==> src/hdl/dvs_defs.svh <==
// Constants for the regulator control register bank
`ifndef DVS_DEFS_SVH
`define DVS_DEFS_SVH
`define DVS_TARGET_ADDR     7'h5b
`define DVS_OFF_ENSTAT      3'h1
`define DVS_OFF_SETA        3'h2
`define DVS_OFF_SETB        3'h3
`define DVS_RST_ENSTAT      2'h1
`define DVS_RST_SETA        8'h1e
`define DVS_RST_SETB        8'h0a
`define DVS_CODE_MAX        8'haa
`define DVS_BIT_ENABLE      0
`define DVS_BIT_LONG_SS     1
`define DVS_BIT_POWER_GOOD  4
`define DVS_BIT_UNDERVOLTAGE_LOCKOUT_FLAG        5
`define DVS_BIT_THERMAL     6
`endif

==> src/hdl/dvs_pkg.sv <==
// Types shared by the regulator control register bank
package dvs_pkg;
  typedef enum logic [2:0] {
    ST_IDLE,
    ST_DEV_ADDR,
    ST_REG_ADDR,
    ST_WR_DATA,
    ST_RD_DATA,
    ST_ACK,
    ST_RD_ACK,
    ST_IGNORE
  } dvs_i2c_state_t;
endpackage

==> src/hdl/dvs_sync.sv <==
// Two flip-flop synchroniser for pins from outside the clock domain
`timescale 1ns/10ps
`default_nettype none
module dvs_sync #(
  parameter int               WIDTH   = 1,
  parameter logic [WIDTH-1:0] RST_VAL = '0
) (
  input  wire logic             i_clk,
  input  wire logic             i_rst_n,
  input  wire logic [WIDTH-1:0] i_async,
  output logic      [WIDTH-1:0] o_sync
);
  logic [WIDTH-1:0] meta_reg;
  logic [WIDTH-1:0] sync_reg;

  if (WIDTH < 1) begin : g_width_check
    $error("synchroniser width must be at least one");
  end

  // Reset to the idle level of each pin, so no false edge follows reset
  always_ff @(posedge i_clk or negedge i_rst_n) begin
    if (!i_rst_n) begin
      meta_reg <= RST_VAL;
      sync_reg <= RST_VAL;
    end else begin
      meta_reg <= i_async;
      sync_reg <= meta_reg;
    end
  end

  assign o_sync = sync_reg;
endmodule
`default_nettype wire

==> src/hdl/dvs_regs.sv <==
// I2C target and register bank of the dynamic voltage scaling regulator
// Operation
// - Register 01h holds enable and long soft-start; reads return fault and good flags.
// - Two writable 8-bit set-point registers sit at 02h and 03h.
// - Output is 0.7 V plus 10 mV per code, 171 levels (codes 0 to 170).
// - Codes written above 170 act as 170.
// - Select pin low uses set-point A, high uses set-point B.
// - Writing the selected set point while enabled starts a transition at once.
// - Bit 6 shows thermal shutdown, set by hardware.
// - Bit 5 shows undervoltage lockout while active, clears when input recovers.
// - Bit 4 shows power good and mirrors the power-good pin.
// - Bit 1 set selects the longer soft-start.
// - Bit 0 set enables the output, clear disables it.
// - Target address is 1011011 followed by read/write bit, 0 write.
// - Register address byte is eight bits, only low three decoded.
// - Registers held at zero while chip enable low, load defaults when high.
`timescale 1ns/10ps
`default_nettype none
`include "dvs_defs.svh"
module dvs_regs (
  input  wire logic       i_clk,
  input  wire logic       i_rst_n,
  input  wire logic       i_scl,
  input  wire logic       i_sda,
  input  wire logic       i_chip_en,
  input  wire logic       i_vsel,
  input  wire logic       i_thermal_shutdown,
  input  wire logic       i_undervoltage_lockout,
  input  wire logic       i_power_good,
  output logic            o_sda_out,
  output logic            o_sda_oe,
  output logic            o_enable,
  output logic            o_long_soft_start,
  output logic [7:0]      o_setpoint_code,
  output logic            o_transition
);
  // ----------------------------------------------------------------
  // Pin synchronisers
  // ----------------------------------------------------------------
  logic [5:0] pins_sync;
  dvs_sync #(.WIDTH(6), .RST_VAL(6'h30)) u_sync (  // Bus pins idle high
    .i_clk   (i_clk),
    .i_rst_n (i_rst_n),
    .i_async ({i_scl, i_sda, i_chip_en, i_vsel, i_thermal_shutdown, i_undervoltage_lockout}),
    .o_sync  (pins_sync)
  );
  logic scl_s, sda_s, ce_s, vsel_s, tsd_s, undervoltage_lockout_flag_s, pg_s_reg;
  assign {scl_s, sda_s, ce_s, vsel_s, tsd_s, undervoltage_lockout_flag_s} = pins_sync;

  function automatic logic [7:0] clamp_code(input logic [7:0] code);
    clamp_code = (code > `DVS_CODE_MAX) ? `DVS_CODE_MAX : code;
  endfunction

  // ----------------------------------------------------------------
  // Bus edge and framing detection
  // ----------------------------------------------------------------
  logic scl_d_reg, sda_d_reg;
  logic scl_rise, scl_fall, start_c, stop_c;
  // Power good comes from a same-domain monitor, so one stage is enough
  always_ff @(posedge i_clk or negedge i_rst_n) begin
    if (!i_rst_n) begin
      scl_d_reg <= 1'b1;
      sda_d_reg <= 1'b1;
      pg_s_reg  <= 1'b0;
    end else begin
      scl_d_reg <= scl_s;
      sda_d_reg <= sda_s;
      pg_s_reg  <= i_power_good;
    end
  end
  assign scl_rise = scl_s & ~scl_d_reg;
  assign scl_fall = ~scl_s & scl_d_reg;
  assign start_c  = scl_s & scl_d_reg & sda_d_reg & ~sda_s;
  assign stop_c   = scl_s & scl_d_reg & ~sda_d_reg & sda_s;

  // ----------------------------------------------------------------
  // Target state machine
  // ----------------------------------------------------------------
  dvs_pkg::dvs_i2c_state_t state_reg, state_next, ret_reg, ret_next;
  logic [7:0] shift_reg, shift_next;
  logic [3:0] cnt_reg, cnt_next;
  logic [2:0] ptr_reg, ptr_next;
  logic       sda_oe_reg, sda_oe_next, sda_out_reg, sda_out_next;
  logic       wr_stb;
  logic [7:0] rd_data;
  logic       en_reg, en_next, ssl_reg, ssl_next;
  logic [7:0] seta_reg, seta_next, setb_reg, setb_next;
  logic [7:0] code_reg, code_next;
  logic       trans_reg, trans_next;

  always_comb begin
    unique case (ptr_reg)
      `DVS_OFF_ENSTAT: begin
        rd_data = 8'h00;
        rd_data[`DVS_BIT_THERMAL]    = tsd_s;
        rd_data[`DVS_BIT_UNDERVOLTAGE_LOCKOUT_FLAG]       = undervoltage_lockout_flag_s;
        rd_data[`DVS_BIT_POWER_GOOD] = pg_s_reg;
        rd_data[`DVS_BIT_LONG_SS]    = ssl_reg;
        rd_data[`DVS_BIT_ENABLE]     = en_reg;
      end
      `DVS_OFF_SETA: rd_data = seta_reg;
      `DVS_OFF_SETB: rd_data = setb_reg;
      default: rd_data = 8'h00;
    endcase
  end

  always_comb begin
    state_next   = state_reg;
    ret_next     = ret_reg;
    shift_next   = shift_reg;
    cnt_next     = cnt_reg;
    ptr_next     = ptr_reg;
    sda_oe_next  = sda_oe_reg;
    sda_out_next = 1'b0;
    wr_stb       = 1'b0;
    if (start_c) begin
      state_next  = dvs_pkg::ST_DEV_ADDR;
      cnt_next    = 4'h0;
      sda_oe_next = 1'b0;
    end else if (stop_c || !ce_s) begin
      state_next  = dvs_pkg::ST_IDLE;
      sda_oe_next = 1'b0;
    end else begin
      case (state_reg)
        dvs_pkg::ST_DEV_ADDR, dvs_pkg::ST_REG_ADDR, dvs_pkg::ST_WR_DATA: begin
          if (scl_rise) begin
            shift_next = {shift_reg[6:0], sda_s};
            cnt_next   = cnt_reg + 4'h1;
          end
          if (scl_fall && cnt_reg == 4'h8) begin
            cnt_next = 4'h0;
            if (state_reg == dvs_pkg::ST_DEV_ADDR) begin
              if (shift_reg[7:1] == `DVS_TARGET_ADDR) begin
                sda_oe_next = 1'b1;
                state_next  = dvs_pkg::ST_ACK;
                ret_next    = shift_reg[0] ? dvs_pkg::ST_RD_DATA : dvs_pkg::ST_REG_ADDR;
                shift_next  = rd_data; // Writes shift over it unused
              end else begin
                state_next = dvs_pkg::ST_IGNORE;
              end
            end else begin
              sda_oe_next = 1'b1;
              state_next  = dvs_pkg::ST_ACK;
              ret_next    = dvs_pkg::ST_WR_DATA;
              if (state_reg == dvs_pkg::ST_REG_ADDR) begin
                ptr_next = shift_reg[2:0];
              end else begin
                wr_stb   = 1'b1;
                ptr_next = ptr_reg + 3'h1;
              end
            end
          end
        end
        dvs_pkg::ST_ACK: begin
          if (scl_fall) begin
            state_next  = ret_reg;
            sda_oe_next = 1'b0;
            if (ret_reg == dvs_pkg::ST_RD_DATA) begin
              sda_oe_next = ~shift_reg[7];
              shift_next  = {shift_reg[6:0], 1'b0};
              cnt_next    = 4'h1;
            end
          end
        end
        dvs_pkg::ST_RD_DATA: begin
          if (scl_fall) begin
            sda_oe_next = ~shift_reg[7];
            shift_next  = {shift_reg[6:0], 1'b0};
            cnt_next    = cnt_reg + 4'h1;
            if (cnt_reg == 4'h8) begin
              sda_oe_next = 1'b0;
              state_next  = dvs_pkg::ST_RD_ACK;
              ptr_next    = ptr_reg + 3'h1;
            end
          end
        end
        dvs_pkg::ST_RD_ACK: begin
          // Master ack asks for the next byte, nack ends the read
          if (scl_rise) begin
            state_next = sda_s ? dvs_pkg::ST_IGNORE : dvs_pkg::ST_ACK;
            ret_next   = dvs_pkg::ST_RD_DATA;
            shift_next = rd_data;
          end
        end
        default: state_next = state_reg;
      endcase
    end
  end

  // ----------------------------------------------------------------
  // Register bank; chip enable low holds all registers at zero
  // ----------------------------------------------------------------
  logic ce_d_reg, ce_d_next;
  always_comb begin
    en_next    = en_reg;
    ssl_next   = ssl_reg;
    seta_next  = seta_reg;
    setb_next  = setb_reg;
    ce_d_next  = ce_s;
    trans_next = 1'b0;
    if (!ce_s) begin
      {en_next, ssl_next, seta_next, setb_next} = 18'h0_0000;
    end else if (!ce_d_reg) begin
      {ssl_next, en_next} = `DVS_RST_ENSTAT;
      seta_next = `DVS_RST_SETA;
      setb_next = `DVS_RST_SETB;
    end else if (wr_stb) begin
      case (ptr_reg)
        `DVS_OFF_ENSTAT: begin
          en_next  = shift_reg[`DVS_BIT_ENABLE];
          ssl_next = shift_reg[`DVS_BIT_LONG_SS];
        end
        `DVS_OFF_SETA: seta_next = shift_reg;
        `DVS_OFF_SETB: setb_next = shift_reg;
        default: ;
      endcase
      trans_next = en_reg && ((ptr_reg == `DVS_OFF_SETA && !vsel_s)
                              || (ptr_reg == `DVS_OFF_SETB && vsel_s));
    end
    code_next = clamp_code(vsel_s ? setb_next : seta_next);
  end

  always_ff @(posedge i_clk or negedge i_rst_n) begin
    if (!i_rst_n) begin
      state_reg   <= dvs_pkg::ST_IDLE;
      ret_reg     <= dvs_pkg::ST_IDLE;
      shift_reg   <= 8'h00;
      cnt_reg     <= 4'h0;
      ptr_reg     <= 3'h0;
      sda_oe_reg  <= 1'b0;
      sda_out_reg <= 1'b0;
      en_reg      <= 1'b0;
      ssl_reg     <= 1'b0;
      seta_reg    <= 8'h00;
      setb_reg    <= 8'h00;
      code_reg    <= 8'h00;
      trans_reg   <= 1'b0;
      ce_d_reg    <= 1'b0;
    end else begin
      state_reg   <= state_next;
      ret_reg     <= ret_next;
      shift_reg   <= shift_next;
      cnt_reg     <= cnt_next;
      ptr_reg     <= ptr_next;
      sda_oe_reg  <= sda_oe_next;
      sda_out_reg <= sda_out_next;
      en_reg      <= en_next;
      ssl_reg     <= ssl_next;
      seta_reg    <= seta_next;
      setb_reg    <= setb_next;
      code_reg    <= code_next;
      trans_reg   <= trans_next;
      ce_d_reg    <= ce_d_next;
    end
  end

  assign o_sda_out         = sda_out_reg;
  assign o_sda_oe          = sda_oe_reg;
  assign o_enable          = en_reg;
  assign o_long_soft_start = ssl_reg;
  assign o_setpoint_code   = code_reg;
  assign o_transition      = trans_reg;
endmodule
`default_nettype wire

==> config.mk <==
export PLATFORM = sky130hd
export DESIGN_NAME = dvs_regs
export DESIGN_NICKNAME = d
export VERILOG_FILES = /design/src/hdl/dvs_pkg.sv /design/src/hdl/dvs_sync.sv /design/src/hdl/dvs_regs.sv
export VERILOG_INCLUDE_DIRS = /design/src /design/src/hdl
export SDC_FILE = /design/constraint.sdc
export NUM_CORES = 1
export LEC_CHECK = 0
export ABC_AREA = 1
export BUFFER_PORTS_ARGS = -buffer_cell sky130_fd_sc_hd__buf_2
export CORE_MARGIN = 4
export CORE_UTILIZATION = 55
export CTS_BUF_LIST = sky130_fd_sc_hd__clkbuf_8 sky130_fd_sc_hd__clkbuf_16
export CTS_CLUSTER_SIZE = 14
export DETAILED_ROUTE_END_ITERATION = 10
export PLACE_DENSITY = 0.76
export SYNTH_ARGS = -nofsm -noshare
export SYNTH_HDL_FRONTEND = slang
export SYNTH_SLANG_ARGS = --single-unit
==> constraint.sdc <==
create_clock -name i_clk -period 2.36 [get_ports i_clk]
set_clock_uncertainty 0.2 [all_clocks]
set_input_delay 0.118 -clock i_clk [delete_from_list [all_inputs] [get_ports i_clk]]
set_output_delay 0.118 -clock i_clk [all_outputs]
set_load 0.005 [all_outputs]
==> metrics, run 1 <==
status=finished, violations left; failing checks=negative setup slack; WP data arrival=~2500 ps; Sw Share=0.382; Post-Syn Area per Cell=7.82 um2; pwr dens=~820 nW/um2; Worst Path Max Fanout=6; max incr delay on CP=390 ps; total negative setup slack=-248 ps; Net Sw Power=0.00145 W; CTS root buffer=clkbuf_8; share of cells above drive strength 1=0.301; Routed Antenna Nets=0; FP Rows=29; placed instance area=around 4000 um2; slew margin rel.=0.458; final worst-path cycle share=1.02; I/O Buffers=20; CTS sink cnt=65; vias in the first global route=3330; fin worst setup slack=-55.7 ps; largest net degree at the start of global routing=66; Die ar.=8070 um2; Skew-Pair Late Insertion Delay=350 ps; area delta synth->final=26.5%; measured slew at the worst slew-check pin=812 ps; GPL Wtd Cong=a little under 1; fin nets=559; clock slew at the register clock pins of the worst setup and hold paths=around 70 ps; final setup fails=7; top cell type's share of synthesized area=0.401; hold crit path type=flip-flop to flip-flop; Synth area leaders=dfrtp_1 (40%), nand2_1 (12%), o21ai_0 (7.1%); commonest cells after routing, fill and taps aside=nand2_1 (92), inv_1 (63), dfrtp_1 (59); Fin. Hold Viols=0; leakage=2.35 nW; Comb pwr share=0.363; first-pass GRT wire length=15700 um; I/O pins=22; Vias/cell=5.78; Worst VDD drop=0.580 mV; unrepaired setup endpoints after global routing=yes; H-tree depth=3; number of synthesized flops with an enable pin=0; Post-Syn Nets=486; routed via count=3620; post-synthesis async set-or-reset flop share=1.00; post-synthesis instance area=roughly 3700 um2; drt pass-1 iters=6; post-synthesis sequential area ratio=0.444; TritonCTS buffer count=9; antenna violations before repair=0; Total GRT Usage=0.237; drt total wl=9760 um; Clock power frac=0.248; Initial Util=0.573; minimum clock period=between 2000 and 2500 ps; global route overflow=0; CTS tree=built; DRC viols=0; sequential power share=0.389; post-synth top area cell=dfrtp_1; cell count after synthesis=471; Yosys cell types=41; core area=between 6000 and 7000 um2; most frequent CP cell=nand2_2; critical path startpoint category=flip-flop; most common cell after layout, fill and taps aside=nand2_1; detailed-route wire length per cell=between 15 and 20 um; fmax=0.414 GHz; 1st-iter DRT viols=448; Ys Warns=0; CTS max path bufs=2; WS Path Type=flip-flop to flip-flop; cells along the critical path=inv_2 > ha_4 > nand2_4 > nor2_4 > nand2_4 > nor2_8 > buf_6 > nand3_1 > nand3_1 > nand2_2 > nand2_1 > nand2_2 > nand2_2 > nor2_4 > nand2_2 > nand2_4 > nand2_2 > nand2_1; fin area=4660 um2; # diodes=0; Slew Limit Fails=0; Pint=0.00235 W; post-DP HPWL=6300 um; prevailing post-synth register cell=dfrtp_1; die outline width=89.8 um; DIE HEIGHT=89.8 um; Max Cap Viol=0; Yosys reg bits=65; endpoint class of the critical path=flip-flop; slowest cell on the critical path=dfrtp_1; CP required=roughly 2400 ps
[Yosys cell counts, types with 2 or more instances]
cell      instances
nand2_4           3
o211ai_1         10
buf_6             3
dfrtp_1          59
a31oi_1           3
inv_1            64
nand3_1          32
nand2_2           9
ha_1              6
nand3_2           5
a21oi_1          16
nand4_1          12
clkinv_1          3
nor3_1            4
and3_1            3
buf_4             2
a311oi_1          2
a32oi_1           4
buf_2             7
nor4_1            2
o22ai_1           2
o21ai_0          52
nor2_4            4
inv_2             4
nand2_1         114
nor2_1           24
dfstp_2           6
nor2_2            3
[worst max-delay path: cells and delay by family (launching register included)]
family / cells / cell delay, ps
flip-flops: 1 / 390
buffers and inverters: 2 / 240
AND/OR/NAND/NOR: 15 / 1320
adder cells (fa/ha/maj): 1 / 140
[power groups by stage]
stage / clock (W) / combinational (W) / sequential (W)
floorplan: 0 / 0.000799 / 0.00145
global placement: 0 / 0.00114 / 0.00148
detailed placement: 0 / 0.00116 / 0.00148
CTS: 0.000955 / 0.00125 / 0.00147
global route: 0.00100 / 0.00153 / 0.00150
finish: 0.000943 / 0.00138 / 0.00148
[final cells by class]
type	instances	area [um2]
clock buffers	10	138
clock inverters	6	58.8
fillers	457	1770
inverters	71	268
multi-input cells	322	1890
flip-flops and latches	65	1630
well taps	77	96.3
repair buffers	75	572
[timing repair]
action                     CTS  global route
pin swaps                   12            10
setup endpoints to repair    7            12
cloned                       0             0
setup buffers               17             5
resized for setup           45            17
hold buffers                 8             0
hold endpoints to repair    66             0
[metrics by stage]
step	util	hold slack [ps]	setup slack [ps]	instances	total power, W
final	0.725	154	-55.7	626	0.00380
after global routing	0.725	158	-132	626	0.00403
after CTS	0.709	156	-0.101	621	0.00367
after detailed placement	0.621	24.5	-108	580	0.00264
after global placement	0.621	24.0	-62.7	580	0.00262
after floorplan	-	-378	116	471	0.00224
[per-layer routing]
layer / up-vias / global-route usage / part of all wire
met3: 28 / 0.0501 / 0.077
met4: 0 / 0.0805 / 0.020
met1: 1701 / 0.324 / 0.43
met5: - / 0 / 0
li1: 1699 / - / -
met2: 192 / 0.377 / 0.47
[cell families (layout without fill, tap and decap cells)]
| group | count (synthesis) | in the layout | share of synthesized area |
|---|---|---|---|
| flip-flops | 65 | 65 | 0.444 |
| AND/OR/NAND/NOR | 219 | 219 | 0.287 |
| other | 1 | 1 | 0.00102 |
| buffers and inverters | 84 | 162 | 0.0962 |
| multiplexers | 1 | 1 | 0.00306 |
| AO/OA/AOI/OAI | 94 | 94 | 0.146 |
| XOR/XNOR | 1 | 1 | 0.00238 |
| adder cells (fa/ha/maj) | 6 | 6 | 0.0204 |
[final timing paths]
path | start | endpoint | slack, ps | cells past startpoint
max in group asynchronous | i_rst_n | cnt_reg[3]$_DFFE_PN0P_ | 1140 | 3
worst min register to register | u_sync.meta_reg[0]$_DFF_PN0_ | u_sync.o_sync[0]$_DFF_PN0_ | 150 | 0
min in group asynchronous | i_rst_n | ret_reg[2]$_DFFE_PN0P_ | 260 | 3
worst min-delay path | u_sync.meta_reg[0]$_DFF_PN0_ | u_sync.o_sync[0]$_DFF_PN0_ | 150 | 0
worst max register to register | cnt_reg[0]$_DFFE_PN0P_ | o_setpoint_code[5]$_DFF_PN0_ | -60 | 18
worst max-delay path | cnt_reg[0]$_DFFE_PN0P_ | o_setpoint_code[5]$_DFF_PN0_ | -60 | 18
No activity file was read; power rests on OpenSTA's default activity.
==> run 2: changes to the inputs <==
Settings changed: TNS_END_PERCENT from default to 1.
==> run 2 against run 1 <==
The flow still finishes with violations (negative setup slack). Combinational power about the same. Clock power up 0.4%. Sequential share of layout area increased by 0.85 points. Sequential power barely moved. Wire length is 4.5% lower. Via count fell by 1.5%. Non-clock buffer count down 7. Critical endpoint unchanged. Largest cell class unchanged.
==> metrics, run 2 (synthesized netlist as in run 1, its figures left out) <==
status=finished, violations left; failing checks=negative setup slack; leakage=2.31 nW (-1.5%); total negative setup slack=-307 ps (-59.0 ps); critical path startpoint category=flip-flop; CP required=2450 ps (+50 ps); global route overflow=0 (unchanged); drt total wl=9320 um (-4.5%); dpl ws=-108 ps (unchanged); unrepaired setup endpoints after global routing=yes; dpl cells=580 (unchanged); fin worst setup slack=-54.9 ps (+0.862 ps); Core Util, Final=0.708 (-0.0171); clock slew at the register clock pins of the worst setup and hold paths=70 ps (about the same); fin nets=553 (-1.1%); largest net degree at the start of global routing=66 (unchanged); DRC viols=0 (unchanged); die outline width=89.8 um (unchanged); Comb pwr share=0.359 (-0.004); 1st-iter DRT viols=389 (-13%); Pint=0.00234 W (-0.40%); GPL Wtd Cong=0.975 (unchanged); fin area=4550 um2 (-2.4%); Initial Util=0.573 (unchanged); placed instance area=3990 um2 (unchanged); DIE HEIGHT=89.8 um (unchanged); Layout Cells excl Fill=620 (-0.96%); Total GRT Usage=0.221 (-0.0163); Max Cap Viol=0 (unchanged); slew margin rel.=0.457 (-0.00195); H-tree depth=3 (unchanged); Fin. Hold Viols=0 (unchanged); area delta synth->final=23.5%; core area=6420 um2 (unchanged); most common cell after layout, fill and taps aside=nand2_1; commonest cells after routing, fill and taps aside=nand2_1 (103), inv_1 (63), dfrtp_1 (59); Skew-Pair Late Insertion Delay=350 ps (about the same); sequential power share=0.391 (+0.002); CTS max path bufs=2 (unchanged); # diodes=0 (unchanged); routed via count=3565 (-1.5%); final worst-path cycle share=1.02 (about the same); antenna violations before repair=0 (unchanged); endpoint class of the critical path=flip-flop; first-pass GRT wire length=14700 um (-6.5%); share of cells above drive strength 1=0.256 (-0.0446); Worst Path Max Fanout=7 (+1); minimum clock period=2410 ps (-0.862 ps); Slew Limit Fails=0 (unchanged); I/O pins=22 (unchanged); pwr dens=832 nW/um2 (+1.9%); Routed Antenna Nets=0 (unchanged); I/O Buffers=20 (unchanged); final setup fails=7 (unchanged); Net Sw Power=0.00144 W (-0.72%); CTS sink cnt=65 (unchanged); CTS tree=built; Clock power frac=0.250 (+0.002); FP Rows=29 (unchanged); drt pass-1 iters=8 (+2); WS Path Type=flip-flop to flip-flop; hold crit path type=flip-flop to flip-flop; CTS root buffer=clkbuf_8; detailed-route wire length per cell=15.0 um (-3.6%); Worst VDD drop=0.598 mV (+3.3%); post-DP HPWL=6300 um (unchanged); Die ar.=8070 um2 (unchanged); Vias/cell=5.75 (-0.57%); Sw Share=0.382 (-0.000756); fmax=0.414 GHz (about the same); vias in the first global route=3217 (-3.4%); TritonCTS buffer count=9 (unchanged); WP data arrival=2510 ps (+50 ps); measured slew at the worst slew-check pin=815 ps (+2.93 ps)
## run 2: cell types whose count changed in the layout (fill, tap and decap cells not counted), sizes merged
cell / previous run / this run
buf: 67 / 60
nand2: 126 / 127
## run 2: critical path, stage by stage (launching register included)
cell and delay, ps:
dfrtp_1 390, inv_2 80, ha_4 140, nand2_4 50, nor2_4 110, nand2_4 80, nor2_8 210, nand2_8 110
nand2_1 110, nand3_1 110, nand2_2 100, nand2_1 60, nand2_2 90, nand2_2 70, nor2_4 120, nand2_2 80
nand2_4 110, nand2_2 70, nand2_1 60
## run 2: path summary, 6_finish.rpt
check / start / endpoint / slack [ps] / cells after the start
hold reg to reg: u_sync.meta_reg[0]$_DFF_PN0_ / u_sync.o_sync[0]$_DFF_PN0_ / 150 / 0
hold / removal: u_sync.meta_reg[0]$_DFF_PN0_ / u_sync.o_sync[0]$_DFF_PN0_ / 150 / 0
setup reg to reg: cnt_reg[1]$_DFFE_PN0P_ / o_setpoint_code[5]$_DFF_PN0_ / -50 / 18
setup / recovery: cnt_reg[1]$_DFFE_PN0P_ / o_setpoint_code[5]$_DFF_PN0_ / -50 / 18
min in group asynchronous: i_rst_n / o_sda_oe$_DFFE_PN0P_ / 260 / 3
max in group asynchronous: i_rst_n / cnt_reg[2]$_DFFE_PN0P_ / 1140 / 3
## run 2: repair_timing
item,CTS,global route
gates resized for setup,10,27
endpoints found under the setup margin,7,15
cloned,0,1
pin swaps,4,20
endpoints found under the hold margin,66,0
hold buffers,8,0
buffers inserted,3,12
## run 2: routing by layer
metal  global-route usage  wire (um)  vias to the layer above
met5                    0          0                        -
met4               0.0843        158                        0
met3               0.0467        861                       21
met2                0.340       4310                      195
met1                0.307       3980                     1659
li1                     -          -                     1690
## run 2: through the flow
step | hold slack [ps] | power, W
6_report | 154 | 0.00378
3_5_place_dp | 24.5 | 0.00264
4_1_cts | 156 | 0.00362
5_1_grt | 158 | 0.00401
3_3_place_gp | 24.0 | 0.00262
2_1_floorplan | -378 | 0.00224
## run 2: area by class of cell
cell class / count / area [um2]
timing repair buffer: 68 / 524
inverter: 71 / 267
fill: 483 / 1880
clock buffer: 10 / 138
sequential: 65 / 1630
clock inverter: 6 / 58.8
multi-input combinational: 323 / 1830
tap: 77 / 96.3
## run 2: power by group through the flow
stage	Combinational (W)	Clock, W	Sequential, W
6_report	0.00136	0.000947	0.00148
5_1_grt	0.00151	0.00100	0.00150
4_1_cts	0.00120	0.000955	0.00146
3_5_place_dp	0.00116	0	0.00148
3_3_place_gp	0.00114	0	0.00148
2_1_floorplan	0.000799	0	0.00145
==> run 3: changes to the inputs <==
Settings changed: CORE_UTILIZATION 55 to 56, PLACE_DENSITY 0.76 to 0.74.
Clock period 2.36 ns to 2.8 ns, I/O delays scaled along.
==> run 3 against run 2 <==
The flow now finishes without violations. Clock power decreased by 23%. Wire length fell by 5.5%. Register-to-register slack better by 300 ps. Worst setup slack gained 300 ps. Sequential cell count unchanged. Highest routed layer unchanged.
==> metrics, run 3 (synthesized netlist as in run 1, its figures left out) <==
endpoint class of the critical path=flip-flop; H-tree depth=3 (unchanged); Pint=0.00176 W (-25%); largest net degree at the start of global routing=34 (-48%); first-pass GRT wire length=15100 um (+2.6%); area delta synth->final=12.8%; commonest cells after routing, fill and taps aside=nand2_1 (114), inv_1 (64), dfrtp_1 (59); Total GRT Usage=0.246 (+0.0253); detailed-route wire length per cell=14.9 um (-0.81%); FF-to-FF path depth=16 (-2); Vias/cell=5.73 (-0.42%); DIE HEIGHT=89.1 um (-0.82%); CTS sink cnt=65 (unchanged); fmax=0.391 GHz (-5.5%); status=completed; final setup fails=0 (-7); slew margin rel.=0.510 (+0.0533); WS Path Type=flip-flop to flip-flop; Slew Limit Fails=0 (unchanged); Hold Path Origin=u_sync.meta_reg[3]$_DFF_PN0_; r2r endpoint=o_setpoint_code[5]$_DFF_PN0_; max incr delay on CP=400 ps (about the same); slowest cell on the critical path=dfrtp_1; Fin. Hold Viols=0 (unchanged); Worst Path Max Fanout=10 (+3); antenna violations before repair=0 (unchanged); drt pass-1 iters=5 (-3); CTS root buffer=clkbuf_8; Max Cap Viol=0 (unchanged); pwr dens=701 nW/um2 (-16%); vias in the first global route=3164 (-1.6%); most common cell after layout, fill and taps aside=nand2_1; Worst VDD drop=0.536 mV (-10%); sequential power share=0.428 (+0.037); dpl cells=563 (-2.9%); I/O Buffers=20 (unchanged); core area=6350 um2 (-1.1%); routed via count=3384 (-5.1%); Sw Share=0.397 (+0.0151); Layout Cells excl Fill=591 (-4.7%); CTS max path bufs=2 (unchanged); Skew-Pair Late Insertion Delay=340 ps (about the same); Initial Util=0.580 (+0.00655); Comb pwr share=0.323 (-0.036); worst r2r src=cnt_reg[0]$_DFFE_PN0P_; minimum clock period=2550 ps (+140 ps); I/O pins=22 (unchanged); leakage=2.14 nW (-7.6%); Hold Path Depth=0 (unchanged); critical path startpoint category=flip-flop; TritonCTS buffer count=9 (unchanged); Routed Antenna Nets=0 (unchanged); Die ar.=7930 um2 (-1.6%); clock slew at the register clock pins of the worst setup and hold paths=80 ps (about the same); die outline width=89.1 um (-0.82%); DRC viols=0 (unchanged); WP data arrival=2600 ps (+90 ps); cells resized by post-CTS repair=0 (-10); FP Rows=29 (unchanged); CP required=2840 ps (+390 ps); hold endpoint=u_sync.o_sync[3]$_DFF_PN0_; global route overflow=0 (unchanged); cells along the critical path=inv_1 > ha_1 > nand2_2 > nor2_4 > nand2_4 > nor2_8 > buf_4 > nand3_1 > nand2_1 > nand4_1 > nand2_2 > nand2_2 > nor2_4 > nand2_2 > nand2_2 > nand2_1; share of cells above drive strength 1=0.169 (-0.0867); fin nets=524 (-5.2%); # diodes=0 (unchanged); Hold Slack=152 ps (-2.47 ps); post-DP HPWL=6430 um (+2.0%); 1st-iter DRT viols=320 (-18%); Clock power frac=0.249 (about the same); final worst-path cycle share=0.912 (-0.111); CTS tree=built; Net Sw Power=0.00116 W (-20%); hold crit path type=flip-flop to flip-flop; GPL Wtd Cong=0.902 (-7.5%); FF-to-FF setup slack=250 ps (+300 ps); drt total wl=8810 um (-5.5%); measured slew at the worst slew-check pin=735 ps (-79.9 ps); most frequent CP cell=nand2_2
-- run 3: metrics by stage --
| step | setup TNS, ps | setup WS, ps | utilization | total power (W) | area, um2 |
|---|---|---|---|---|---|
| 6_report | 0 | 245 | 0.654 | 0.00291 | 4150 |
| 5_1_grt | -119 | -36.9 | 0.654 | 0.00312 | 4150 |
| 4_1_cts | 0 | 206 | 0.649 | 0.00291 | 4120 |
| 2_1_floorplan | 0 | 556 | - | 0.00189 | 3680 |
| 3_3_place_gp | 0 | 246 | 0.608 | 0.00215 | 3860 |
| 3_5_place_dp | 0 | 218 | 0.608 | 0.00217 | 3860 |
-- run 3: repair_timing --
item	in CTS	in global routing
endpoints found under the setup margin	0	5
hold endpoints to repair	33	0
buffers inserted	0	4
hold buffers	8	0
-- run 3: worst max path at each step --
stage	start	end	slack [ps]	depth (start not counted)
2_1_floorplan	ptr_reg[0]$_DFFE_PN0P_	o_setpoint_code[1]$_DFF_PN0_	560	14
3_3_place_gp	cnt_reg[0]$_DFFE_PN0P_	o_setpoint_code[3]$_DFF_PN0_	250	17
3_5_place_dp	cnt_reg[0]$_DFFE_PN0P_	o_setpoint_code[5]$_DFF_PN0_	220	17
4_1_cts	cnt_reg[0]$_DFFE_PN0P_	o_setpoint_code[5]$_DFF_PN0_	210	17
5_1_grt	ptr_reg[0]$_DFFE_PN0P_	o_setpoint_code[3]$_DFF_PN0_	-40	14
6_report	cnt_reg[0]$_DFFE_PN0P_	o_setpoint_code[5]$_DFF_PN0_	250	16
-- run 3: worst max-delay path, delay by kind of cell, from the launching register on --
family | cells | cell delay (ps)
and+or+nand+nor | 13 | 1370
buffers and inverters | 2 | 290
adders and majority gates | 1 | 160
DFF | 1 | 400
-- run 3: cell type report --
| cell class | instances | area (um2) |
|---|---|---|
| fill | 525 | 2200 |
| multi-input combinational | 322 | 1690 |
| sequential | 65 | 1630 |
| timing repair buffer | 40 | 283 |
| inverter | 71 | 267 |
| clock buffer | 10 | 138 |
| tap | 77 | 96.3 |
| clock inverter | 6 | 42.5 |
-- run 3: power by group through the flow --
stage | Clock (W) | Combinational [W] | Sequential, W
6_report | 0.000725 | 0.000942 | 0.00125
5_1_grt | 0.000786 | 0.00107 | 0.00127
4_1_cts | 0.000742 | 0.000923 | 0.00125
3_5_place_dp | 0 | 0.000907 | 0.00126
3_3_place_gp | 0 | 0.000888 | 0.00126
2_1_floorplan | 0 | 0.000674 | 0.00122
-- run 3: per-layer routing --
layer,part of all wire,wire length (um),vias to the layer above,global-route usage
met2,0.46,4020,170,0.379
li1,-,-,1625,-
met5,0,0,-,0
met1,0.45,3970,1570,0.353
met4,0.017,152,0,0.0744
met3,0.075,665,19,0.0507
